===== src/cms_consts.svh =====
// Constants for the clock mode sequencer
`ifndef CMS_CONSTS_SVH
`define CMS_CONSTS_SVH
`define CMS_ADDR_CTRL 4'h0
`define CMS_ADDR_MULT 4'h4
`define CMS_ADDR_FILT 4'h8
`define CMS_ADDR_STAT 4'hc
`define CMS_REQ_SCM 2'h0
`define CMS_REQ_FEI 2'h1
`define CMS_REQ_FBE 2'h2
`define CMS_REQ_FEE 2'h3
`define CMS_CTRL_REQ_LO 0
`define CMS_CTRL_REFSEL 2
`define CMS_CTRL_RANGE 3
`define CMS_CTRL_DBG 4
`define CMS_CTRL_OSCKEEP 5
`define CMS_CTRL_DIV_LO 8
`define CMS_MULT_RST 3'h0
`define CMS_DIV_RST 3'h0
`define CMS_FILT_RST 12'h0c0
`define CMS_XTAL_CLOCKS 13'h1000
`define CMS_LOCK_SAMPLES 4'h4
`define CMS_AVG_CYCLES 2'h3
`define CMS_STAT_MODE_LO 0
`define CMS_STAT_LOCKED 2
`define CMS_STAT_OSC_ST 3
`define CMS_STAT_EXT_REFERENCE_STATUS 4
`define CMS_STAT_LOSS 5
`define CMS_STAT_EXTDOUBLE 6
`endif


===== src/cms_pkg.sv =====
// Types for the clock mode sequencer
package cms_pkg;
	typedef enum logic [1:0] {
		CMS_SCM,
		CMS_FEI,
		CMS_FBE,
		CMS_FEE
	} cms_mode_t;
	typedef enum {
		CMS_ST_RUN,
		CMS_ST_OFF,
		CMS_ST_WAIT_EXT
	} cms_phase_t;
endpackage


===== src/cms_clock_mode_sequencer.sv =====
// Clock mode sequencer with Wishbone registers
//
// Chosen here: the register addresses and register access over Wishbone.
`include "cms_consts.svh"
module cms_clock_mode_sequencer #(
	parameter int LOCK_SAMPLES = 4,
	parameter int XTAL_CLOCKS = 4096
) (
	// Clock and reset
	input wire logic clock_in,
	input wire logic resetn_in,
	// Wishbone slave
	input wire logic wb_cyc_in,
	input wire logic wb_stb_in,
	input wire logic wb_we_in,
	input wire logic [3:0] wb_adr_in,
	input wire logic [3:0] wb_sel_in,
	input wire logic [31:0] wb_dat_in,
	output logic [31:0] wb_dat_out,
	output logic wb_ack_out,
	// Stop controller
	input wire logic stop_in,
	input wire logic wake_irq_in,
	input wire logic wake_reset_in,
	// Analog status pins
	input wire logic oscillator_stable_flag_in,
	input wire logic ext_reference_status_in,
	input wire logic ref_loss_in,
	input wire logic osc_loss_in,
	input wire logic ext_ref_edge_in,
	input wire logic lock_in_window_in,
	input wire logic unlock_out_window_in,
	input wire logic compare_done_in,
	input wire logic [7:0] count_error_in,
	// Clock control
	output logic [1:0] mode_in_effect_out,
	output logic osc_enable_out,
	output logic irg_enable_out,
	output logic xtal_amp_enable_out,
	output logic xtal_range_out,
	output logic use_ext_ref_out,
	output logic feed_enable_out,
	output logic output_enable_out,
	output logic [7:0] divisor_out,
	output logic [11:0] filter_value_out,
	output logic filter_update_out
);
	logic s1_stop, s2_stop, s1_osc, s2_osc, s1_ext_reference_status, s2_ext_reference_status;
	logic s1_rl, s2_rl, s1_ol, s2_ol, s1_edge, s2_edge, edge_d;
	logic s1_lw, s2_lw, s1_uw, s2_uw, s1_cd, s2_cd, cd_d;
	logic [7:0] s1_err, s2_err;
	logic [1:0] mode_request;
	logic reference_select, xtal_range, debug_in_stop_enable, oscillator_keep_in_stop;
	logic [2:0] div_sel, loop_multiplier_field;
	logic [11:0] filter_value;
	cms_pkg::cms_mode_t mode, next_mode;
	cms_pkg::cms_phase_t phase;
	logic locked, ever_locked, ext_double, clock_loss_flag, xtal_ready;
	logic [12:0] xtal_count;
	logic [3:0] lock_count;
	logic [1:0] avg_count;
	logic [9:0] err_sum;
	logic wr, rd_ok, cd_pulse, edge_pulse;

	// Two-flop synchronisers for pin inputs
	always_ff @(posedge clock_in) begin
		s1_stop <= stop_in;
		s2_stop <= s1_stop;
		s1_osc <= oscillator_stable_flag_in;
		s2_osc <= s1_osc;
		s1_ext_reference_status <= ext_reference_status_in;
		s2_ext_reference_status <= s1_ext_reference_status;
		s1_rl <= ref_loss_in;
		s2_rl <= s1_rl;
		s1_ol <= osc_loss_in;
		s2_ol <= s1_ol;
		s1_edge <= ext_ref_edge_in;
		s2_edge <= s1_edge;
		edge_d <= s2_edge;
		s1_lw <= lock_in_window_in;
		s2_lw <= s1_lw;
		s1_uw <= unlock_out_window_in;
		s2_uw <= s1_uw;
		s1_cd <= compare_done_in;
		s2_cd <= s1_cd;
		cd_d <= s2_cd;
		s1_err <= count_error_in;
		s2_err <= s1_err;
	end
	assign cd_pulse = s2_cd & ~cd_d;
	assign edge_pulse = s2_edge & ~edge_d;

	function automatic logic [7:0] cms_div(input logic [2:0] sel);
		cms_div = 8'h01 << sel;
	endfunction

	assign wr = wb_cyc_in & wb_stb_in & wb_we_in & ~wb_ack_out & wb_sel_in[0];
	assign rd_ok = wb_cyc_in & wb_stb_in & ~wb_ack_out;

	// Wishbone answer, one wait state
	always_ff @(posedge clock_in) begin
		if (!resetn_in) begin
			wb_ack_out <= 1'b0;
			wb_dat_out <= 32'h0;
		end else begin
			wb_ack_out <= rd_ok;
			wb_dat_out <= 32'h0;
			if (rd_ok && !wb_we_in) begin
				case (wb_adr_in)
					`CMS_ADDR_CTRL: wb_dat_out <= {21'h0, div_sel, 2'h0,
						oscillator_keep_in_stop, debug_in_stop_enable,
						xtal_range, reference_select, mode_request};
					`CMS_ADDR_MULT: wb_dat_out <= {29'h0, loop_multiplier_field};
					`CMS_ADDR_FILT: wb_dat_out <= {20'h0, filter_value};
					`CMS_ADDR_STAT: wb_dat_out <= {25'h0, ext_double, clock_loss_flag,
						s2_ext_reference_status, s2_osc, locked, mode};
					default: wb_dat_out <= 32'h0;
				endcase
			end
		end
	end

	// Control register; reset wake restores defaults
	always_ff @(posedge clock_in) begin
		if (!resetn_in || wake_reset_in) begin
			mode_request <= `CMS_REQ_SCM;
			reference_select <= 1'b0;
			xtal_range <= 1'b0;
			debug_in_stop_enable <= 1'b0;
			oscillator_keep_in_stop <= 1'b0;
			div_sel <= `CMS_DIV_RST;
			loop_multiplier_field <= `CMS_MULT_RST;
		end else if (wr && wb_adr_in == `CMS_ADDR_CTRL) begin
			mode_request <= wb_dat_in[`CMS_CTRL_REQ_LO +: 2];
			reference_select <= wb_dat_in[`CMS_CTRL_REFSEL];
			xtal_range <= wb_dat_in[`CMS_CTRL_RANGE];
			debug_in_stop_enable <= wb_dat_in[`CMS_CTRL_DBG];
			oscillator_keep_in_stop <= wb_dat_in[`CMS_CTRL_OSCKEEP];
			div_sel <= wb_dat_in[`CMS_CTRL_DIV_LO +: 3];
		end else if (wr && wb_adr_in == `CMS_ADDR_MULT) begin
			loop_multiplier_field <= wb_dat_in[2:0];
		end else if (phase == cms_pkg::CMS_ST_RUN && next_mode == cms_pkg::CMS_SCM
			&& ((mode == cms_pkg::CMS_FEE && s2_rl)
			|| ((mode == cms_pkg::CMS_FEE || mode == cms_pkg::CMS_FBE)
			&& clock_loss_flag && !s2_ext_reference_status))) begin
			// Only a lost clock rewrites the request, never a software change
			mode_request <= `CMS_REQ_SCM;
		end else if (phase == cms_pkg::CMS_ST_RUN && mode == cms_pkg::CMS_FEE
			&& next_mode == cms_pkg::CMS_FBE) begin
			mode_request <= `CMS_REQ_FBE;
		end
	end

	// Mode selection while running
	always_comb begin
		next_mode = mode;
		case (mode)
			cms_pkg::CMS_SCM: begin
				if (mode_request == `CMS_REQ_FEI && s2_osc)
					next_mode = cms_pkg::CMS_FEI;
				else if (mode_request == `CMS_REQ_FEE && s2_osc && s2_ext_reference_status && xtal_ready)
					next_mode = cms_pkg::CMS_FEE;
				else if (mode_request == `CMS_REQ_FBE && s2_ext_reference_status && xtal_ready)
					next_mode = cms_pkg::CMS_FBE;
			end
			cms_pkg::CMS_FEI: begin
				if (mode_request != `CMS_REQ_FEI)
					next_mode = cms_pkg::CMS_SCM;
			end
			cms_pkg::CMS_FBE: begin
				if (clock_loss_flag && !s2_ext_reference_status)
					next_mode = cms_pkg::CMS_SCM;
				else if (mode_request != `CMS_REQ_FBE)
					next_mode = cms_pkg::CMS_SCM;
			end
			cms_pkg::CMS_FEE: begin
				if (s2_rl || (clock_loss_flag && !s2_ext_reference_status))
					next_mode = cms_pkg::CMS_SCM;
				else if (s2_ol && s2_ext_reference_status)
					next_mode = cms_pkg::CMS_FBE;
				else if (mode_request != `CMS_REQ_FEE)
					next_mode = cms_pkg::CMS_SCM;
			end
			default: next_mode = cms_pkg::CMS_SCM;
		endcase
	end

	// Stop sequencing and mode register
	always_ff @(posedge clock_in) begin
		if (!resetn_in || wake_reset_in) begin
			mode <= cms_pkg::CMS_SCM;
			phase <= cms_pkg::CMS_ST_RUN;
			ext_double <= 1'b0;
		end else begin
			case (phase)
				cms_pkg::CMS_ST_RUN: begin
					if (s2_stop && !debug_in_stop_enable) begin
						phase <= cms_pkg::CMS_ST_OFF;
					end else begin
						mode <= next_mode;
						if (mode == cms_pkg::CMS_FEE && next_mode == cms_pkg::CMS_SCM)
							ext_double <= ~ever_locked;
						else if (next_mode != cms_pkg::CMS_SCM)
							ext_double <= 1'b0;
					end
				end
				cms_pkg::CMS_ST_OFF: begin
					if (wake_irq_in) begin
						if (mode_request == `CMS_REQ_FBE && s2_ext_reference_status) begin
							mode <= cms_pkg::CMS_FBE;
							phase <= cms_pkg::CMS_ST_WAIT_EXT;
						end else begin
							mode <= cms_pkg::CMS_SCM;
							phase <= cms_pkg::CMS_ST_RUN;
						end
					end
				end
				cms_pkg::CMS_ST_WAIT_EXT: begin
					if (xtal_ready)
						phase <= cms_pkg::CMS_ST_RUN;
				end
				default: phase <= cms_pkg::CMS_ST_RUN;
			endcase
		end
	end

	// Crystal start-up count
	always_ff @(posedge clock_in) begin
		if (!resetn_in || wake_reset_in || phase == cms_pkg::CMS_ST_OFF
			|| !mode_request[1]) begin
			xtal_count <= 13'h0;
			xtal_ready <= 1'b0;
		end else if (!reference_select) begin
			xtal_ready <= 1'b1;
		end else if (edge_pulse && !xtal_ready) begin
			if (xtal_count == 13'(XTAL_CLOCKS - 1))
				xtal_ready <= 1'b1;
			xtal_count <= xtal_count + 13'h1;
		end
	end

	// Clock loss flag, cleared by reset or by writing one to its status bit
	always_ff @(posedge clock_in) begin
		if (!resetn_in || wake_reset_in)
			clock_loss_flag <= 1'b0;
		else if (s2_rl || s2_ol)
			clock_loss_flag <= 1'b1;
		else if (wr && wb_adr_in == `CMS_ADDR_STAT && wb_dat_in[`CMS_STAT_LOSS])
			clock_loss_flag <= 1'b0;
	end

	// Lock detection and filter averaging
	always_ff @(posedge clock_in) begin
		if (!resetn_in || wake_reset_in || phase != cms_pkg::CMS_ST_RUN
			|| next_mode != mode || !(mode == cms_pkg::CMS_FEI
			|| mode == cms_pkg::CMS_FEE)) begin
			locked <= 1'b0;
			lock_count <= 4'h0;
			avg_count <= 2'h0;
			err_sum <= 10'h0;
			filter_update_out <= 1'b0;
			if (!resetn_in || next_mode != mode)
				ever_locked <= 1'b0;
		end else begin
			filter_update_out <= 1'b0;
			if (cd_pulse) begin
				if (!locked) begin
					if (s2_lw) begin
						if (lock_count == 4'(LOCK_SAMPLES - 1))
							locked <= 1'b1;
						lock_count <= lock_count + 4'h1;
					end else begin
						lock_count <= 4'h0;
					end
				end else if (s2_uw) begin
					locked <= 1'b0;
					lock_count <= 4'h0;
				end else begin
					avg_count <= avg_count + 2'h1;
					err_sum <= (avg_count == 2'h0) ? {{2{s2_err[7]}}, s2_err}
						: err_sum + {{2{s2_err[7]}}, s2_err};
					if (avg_count == `CMS_AVG_CYCLES)
						filter_update_out <= 1'b1;
				end
				if (locked)
					ever_locked <= 1'b1;
			end
		end
	end

	// Filter value, writable in self-clocked mode only
	always_ff @(posedge clock_in) begin
		if (!resetn_in || wake_reset_in)
			filter_value <= `CMS_FILT_RST;
		else if (wr && wb_adr_in == `CMS_ADDR_FILT && mode == cms_pkg::CMS_SCM)
			filter_value <= wb_dat_in[11:0];
		else if (filter_update_out)
			filter_value <= filter_value + {{4{err_sum[9]}}, err_sum[9:2]};
	end

	// Registered clock control outputs
	always_ff @(posedge clock_in) begin
		if (!resetn_in) begin
			mode_in_effect_out <= `CMS_REQ_SCM;
			osc_enable_out <= 1'b1;
			irg_enable_out <= 1'b1;
			xtal_amp_enable_out <= 1'b0;
			xtal_range_out <= 1'b0;
			use_ext_ref_out <= 1'b0;
			feed_enable_out <= 1'b1;
			output_enable_out <= 1'b1;
			divisor_out <= 8'h01;
			filter_value_out <= `CMS_FILT_RST;
		end else begin
			mode_in_effect_out <= mode;
			// Off: all sources stop unless kept in stop
			osc_enable_out <= (phase != cms_pkg::CMS_ST_OFF || oscillator_keep_in_stop)
				&& mode != cms_pkg::CMS_FBE;
			irg_enable_out <= (phase != cms_pkg::CMS_ST_OFF || oscillator_keep_in_stop)
				&& mode != cms_pkg::CMS_FBE;
			xtal_amp_enable_out <= reference_select && mode_request[1]
				&& (phase != cms_pkg::CMS_ST_OFF || oscillator_keep_in_stop);
			xtal_range_out <= xtal_range;
			use_ext_ref_out <= (mode == cms_pkg::CMS_FEE || mode == cms_pkg::CMS_FBE)
				&& phase == cms_pkg::CMS_ST_RUN;
			feed_enable_out <= phase == cms_pkg::CMS_ST_RUN;
			output_enable_out <= phase == cms_pkg::CMS_ST_RUN;
			// Extra halving until first lock; widest divisor saturates at 128
			if (mode == cms_pkg::CMS_FEE && !ever_locked) begin
				if (div_sel == 3'h7)
					divisor_out <= 8'h80;
				else
					divisor_out <= cms_div(div_sel) << 1;
			end else begin
				// Self-clocked uses the plain divisor, so output doubles after an FEE that never locked
				divisor_out <= cms_div(div_sel);
			end
			filter_value_out <= filter_value;
		end
	end
endmodule


===== config.mk =====
export PLATFORM = sky130hd
export DESIGN_NAME = cms_clock_mode_sequencer
export DESIGN_NICKNAME = d
export VERILOG_FILES = /design/src/cms_pkg.sv /design/src/cms_clock_mode_sequencer.sv
export VERILOG_INCLUDE_DIRS = /design/src /design/src/src
export SDC_FILE = /design/constraint.sdc
export NUM_CORES = 1
export LEC_CHECK = 0
export BUFFER_PORTS_ARGS = -buffer_cell sky130_fd_sc_hd__buf_2
export CORE_ASPECT_RATIO = 0.6
export CORE_UTILIZATION = 55
export DETAILED_ROUTE_END_ITERATION = 6
export PLACE_DENSITY = 0.79
export SYNTH_ARGS = -nofsm -noshare
export SYNTH_HDL_FRONTEND = slang
export SYNTH_SLANG_ARGS = --single-unit
export TNS_END_PERCENT = 50

===== constraint.sdc =====
create_clock -name clock_in -period 2.4 [get_ports clock_in]
set_input_delay 0 -clock clock_in [delete_from_list [all_inputs] [get_ports clock_in]]
set_output_delay 0 -clock clock_in [all_outputs]
set_load 0.01 [all_outputs]

==> metrics.txt, run 1 <==
status=finished with violations; violated checks=design-rule violations; DRC=14; fmax=427 MHz; EDFF count, synth=1; critical path's largest stage delay=370 ps; combinational power share=0.039; Core ar.=10700 um2; # port buffers=83; peak supply drop=0.487 mV; vias in the first global route=5046; antenna-violating nets left=0; final hold violation count=0; CTS Buf Count=17; global-route wire length before repair=25000 um; net switching power=0.00117 W; commonest non-fill, non-tap cell in the layout=dfxtp_1; Clock power frac=0.529; slew margin rel.=0.486; GRT overflow=0; Post-DP HPWL=10700 um; Primary FF master, synth=dfxtp_1; die extent in y=83.7 um; Final Setup Violations=0; final worst path period share=0.976; NumNets Final=869; Slew Viols, Final=0; full die area=11600 um2; Area growth, synth to finish=24.2%; DR vias=5227; Avg WL per Cell=16.6 um; DRT Pass-1 Iters=7; cell-internal power=0.00433 W; Power per Cell Area=722 nW/um2; drt total wl=15500 um; Root Buffer=clkbuf_16; WP data required=2720 ps; worst hold slack=13.9 ps; DP Area=6620 um2; Crit-path slowest cell=fa_1; Mapped Area=6120 um2; Skew-Pair Late Insertion Delay=420 ps; CP Capture Type=register; H-tree levels=4; min cycle time layout=2340 ps; asr flop ratio synth=0; CP startpoint kind=register; most frequent cells in the layout=138 x dfxtp_1, 83 x buf_2, 73 x nor2_1, 36 x a21oi_1, 36 x nand2_1; First DRT Iteration DRCs=469; Final Wtd Congestion=0.933; clock tree buffer depth=2; sw frac=0.212; largest net degree at the start of global routing=28; Mean Syn Cell Area=9.26 um2; register area share after synthesis=0.456; antenna fix cells=0; # Max-Cap Violations=0; Pleak=3.18 nW; cell area after layout=7600 um2; post-synthesis cell type count=65; Crit path arrival time=2660 ps; Initial Utilization=0.572; clock tree from TritonCTS=done; Flop pwr share=0.432; layout cell share with drive strength beyond 1=0.179; Cells after Synth=661; Least-Margin Pin Slew=769 ps; CP Max Fanout=2; std cell rows=29; initial antenna violation count=0; IO Pins=127; CP cell instances=ha_1 > inv_1 > fa_1 > nor2b_1 > o2111ai_1 > and3_1 > or3_1 > a21o_1 > a211oi_1; Worst-path clk slew=60 ps; hold crit path type=primary input to register; Clock Sinks=139; Synth Register Bits=139; TNS Setup=0 ps; number of vias per cell=5.61; Layout Skew=9.45 ps; yosys warns=0; Die Wd=138 um; Setup CP Type=register to register; Overall Global Routing Usage=0.277
sequential cells by signal, indices dropped and copies added, names as in the netlist, 2 cells and up:
| signal | cells |
|---|---|
| avg_count | 2 |
| div_sel | 3 |
| divisor_out | 8 |
| err_sum | 10 |
| filter_value | 12 |
| filter_value_out | 12 |
| lock_count | 4 |
| loop_multiplier_field | 3 |
| mode | 2 |
| mode_in_effect_out | 2 |
| mode_request | 2 |
| phase | 2 |
| s1_err | 8 |
| s2_err | 8 |
| wb_dat_out | 12 |
| xtal_count | 13 |
synthesized netlist by cell type (2+ instances only):
cell type  count  share of area
a311oi_1       2         0.0029
nor2b_1       15          0.015
and2_1        20          0.020
nand2_1       36          0.022
and3b_1        2         0.0029
o2111ai_1      2         0.0029
o21a_1         8         0.0098
xor2_1        11          0.016
inv_1         20          0.012
nor3_1        17          0.014
a2111o_1       2         0.0037
dfxtp_1      138           0.45
clkbuf_1      19          0.012
or3_1          4         0.0041
buf_1          2         0.0012
fa_1           2         0.0065
xnor2_1       12          0.017
nand3b_1       3         0.0037
a21o_1         4         0.0049
a21boi_0       2         0.0025
mux2i_1       28          0.046
a31oi_1       10          0.010
nand4_1        6         0.0061
nand2b_1      10          0.010
nor2_1        73          0.045
nand4b_1       3         0.0043
and3_1         9         0.0092
nor3b_1        5         0.0061
buf_4         23          0.028
a211oi_1      18          0.022
nor4_1         2         0.0020
nand3_1       17          0.014
buf_6          2         0.0037
o21ai_0       30          0.025
a21oi_1       36          0.029
o22ai_1        2         0.0020
or2_2          3         0.0031
buf_2          4         0.0033
ha_1          24          0.049
a2111oi_0      3         0.0043
o21bai_1       3         0.0037
o211ai_1       6         0.0074
stage by stage:
step	power [W]	cells	worst slack, ps	utilization
floorplan	0.00254	680	353	-
global placement	0.00259	867	215	0.618
detailed placement	0.00259	867	13.4	0.618
CTS	0.00551	930	0.169	0.708
global route	0.00565	931	-27.7	0.710
finish	0.00549	931	58.4	0.710
final timing paths:
check	to	start	cells past startpoint	slack [ps]
max	err_sum[8]$_SDFFE_PP0P_	s2_err[0]$_DFF_P_	9	60
min	filter_value_out[6]$_SDFF_PN1_	resetn_in	2	10
max reg2reg	err_sum[8]$_SDFFE_PP0P_	s2_err[0]$_DFF_P_	9	60
min reg2reg	s2_err[5]$_DFF_P_	s1_err[5]$_DFF_P_	0	330
layout make-up:
class                      instances  area, um2
sequential                       139       2790
fill                             803       3100
inverter                          20       75.1
clock inverter                    14        218
multi-input combinational        471       3050
timing repair buffer             130        858
tap                              139        174
clock buffer                      18        439
worst max-delay path, delay by kind of cell, from the launching register on:
| kind | cells | cell delay [ps] |
|---|---|---|
| simple gates | 3 | 690 |
| flops | 1 | 340 |
| buf+inv | 1 | 60 |
| compound gates | 3 | 590 |
| fa+ha+maj | 2 | 560 |
power groups by stage:
stage	sequential [W]	combinational [W]	clock, W
after global routing	0.00238	0.000230	0.00304
after CTS	0.00237	0.000208	0.00292
after global placement	0.00242	0.000163	0
after floorplan	0.00242	0.000123	0
after detailed placement	0.00242	0.000167	0
final	0.00237	0.000213	0.00290
cell families after synthesis:
| kind of cell | after synthesis | share of synthesized area |
|---|---|---|
| flops | 139 | 0.456 |
| mux | 30 | 0.0513 |
| fa+ha+maj | 26 | 0.0556 |
| other cells | 1 | 0.000612 |
| simple gates | 231 | 0.193 |
| compound gates | 141 | 0.151 |
| buf+inv | 70 | 0.0603 |
| xor+xnor | 23 | 0.0329 |
routing by layer:
layer | GRT usage | part of all wire
met5 | 0 | 0
met4 | 0.0899 | 0.015
met3 | 0.0711 | 0.063
met2 | 0.438 | 0.44
met1 | 0.371 | 0.48
timing repair:
item                       CTS  global route
resized for setup            0             3
setup buffers                0             1
hold buffers                31             0
setup endpoints to repair    0             2
hold endpoints to repair    45             0
Note: power is estimated with default switching activity, not from simulation.
==> inputs of run 2 (changes only) <==
--- a/config.mk
+++ b/config.mk
@@ -10,6 +10,8 @@
 export CORE_ASPECT_RATIO = 0.6
 export CORE_UTILIZATION = 55
 export DETAILED_ROUTE_END_ITERATION = 6
+export GPL_TIMING_DRIVEN = 0
+export HOLD_SLACK_MARGIN = 0.15
 export PLACE_DENSITY = 0.79
 export SYNTH_ARGS = -nofsm -noshare
 export SYNTH_HDL_FRONTEND = slang
==> metrics.txt, run 2 (synthesis results as in run 1) <==
status=finished with violations; violated checks=design-rule violations; Fillers=784; Post-DP HPWL=11700 um; layout cell share with drive strength beyond 1=0.191; slew margin rel.=0.230; antenna fix cells=0; DR vias=5477; worst hold slack=177 ps; peak supply drop=0.602 mV; final worst path period share=0.973; Root Buffer=clkbuf_16; CP Capture Type=register; CP top delay family=simple AND/OR/NAND/NOR gates; Power, Total=0.00543 W; Overall Global Routing Usage=0.293; DRT Pass-1 Iters=7; Crit-path slowest cell=nor4_1; Worst-path clk slew=60 ps; # Max-Cap Violations=0; Avg WL per Cell=16.9 um; RSZ-0062 raised after global routing=no; CP cell instances=and3b_1 > nand4_1 > nor4_1 > nor4b_1 > a31oi_1 > o21ai_0; number of cells on the critical path=6; Area growth, synth to finish=28.1%; largest net degree at the start of global routing=17; CP Max Fanout=5; Skew-Pair Late Insertion Delay=420 ps; fmax=428 MHz; Final Setup Violations=0; min cycle time layout=2330 ps; Core ar.=10700 um2; clock tree from TritonCTS=done; full die area=11600 um2; number of vias per cell=5.63; IO Pins=127; Die Wd=138 um; initial antenna violation count=0; Final Wtd Congestion=0.901; hold path depth=4; Layout Skew=6.62 ps; clock tree buffer depth=2; # port buffers=83; Least-Margin Pin Slew=1140 ps; NumNets Final=912; TNS Setup=0 ps; CTS Buf Count=17; die extent in y=83.7 um; critical path's largest stage delay=1000 ps; global-route wire length before repair=26300 um; commonest non-fill, non-tap cell in the layout=dfxtp_1; Crit path arrival time=2640 ps; Clock Sinks=139; WP data required=2710 ps; Initial Utilization=0.572; antenna-violating nets left=0; hold crit path type=primary input to register; drt total wl=16400 um; most frequent cells in the layout=138 x dfxtp_1, 87 x buf_2, 73 x nor2_1, 38 x dlygate4sd3_1; Reg with most FFs=xtal_count; Final Core Density=0.733; First DRT Iteration DRCs=461; final hold violation count=0; Power per Cell Area=693 nW/um2; std cell rows=29; DRC=14; CP startpoint kind=register; H-tree levels=4; Largest register FFs=13; Slew Viols, Final=0; Pleak=3.31 nW; Buf/Inv on CP=0; GRT overflow=0; R2R cell count=6; Setup CP Type=register to register; vias in the first global route=5239
run 2: area by class of cell:
class | instances | area (um2) | area share
Multi-Input combinational cell | 471 | 3060 | 0.390
Sequential cell | 139 | 2790 | 0.356
Tap cell | 139 | 174 | 0.0222
Buffer | 50 | 294 | 0.0375
Inverter | 20 | 75.1 | 0.00957
Clock buffer | 21 | 470 | 0.0600
Clock inverter | 10 | 164 | 0.0209
Timing Repair Buffer | 123 | 811 | 0.103
run 2: worst paths after layout:
kind | from | end | slack, ps
max | wb_ack_out$_SDFF_PN0_ | filter_value[10]$_SDFFE_PP0P_ | 70
min | wb_sel_in[0] | clock_loss_flag$_SDFFE_PP0P_ | 180
max reg2reg | wb_ack_out$_SDFF_PN0_ | filter_value[10]$_SDFFE_PP0P_ | 70
min reg2reg | s1_err[3]$_DFF_P_ | s2_err[3]$_DFF_P_ | 320
run 2: worst register-to-register path: cells and delay by family, from the launching register on:
family,cells,cell delay [ps]
and+or+nand+nor,4,1600
AOI/OAI and AO/OA,2,310
DFF,1,310
run 2: routing by layer:
| metal | vias to the layer above | routed length, um | track usage |
|---|---|---|---|
| li1 | 2623 | - | - |
| met1 | 2580 | 7700 | 0.400 |
| met2 | 250 | 7050 | 0.438 |
| met3 | 24 | 1450 | 0.0872 |
| met4 | 0 | 204 | 0.106 |
| met5 | - | 0 | 0 |
run 2: stage by stage:
step	area, um2	cells	setup WS, ps
3_3_place_gp	6780	902	118
6_report	7840	973	65.9
4_1_cts	7800	971	2.26
3_5_place_dp	6780	902	62.9
2_1_floorplan	6190	680	353
5_1_grt	7840	973	12.2
run 2: report_power, final:
group | switching, W | leakage, nW | internal (W)
logic | 0.000127 | 1.86 | 0.000127
clock network | 0.000987 | 0.310 | 0.00182
registers | 0.0000243 | 1.14 | 0.00235
run 2: what timing repair did:
action                                  4_1_cts  5_1_grt
resized for setup                             0        7
hold buffers                                 38        0
setup buffers                                 0        2
endpoints found under the setup margin        0        4
hold endpoints to repair                     62        0
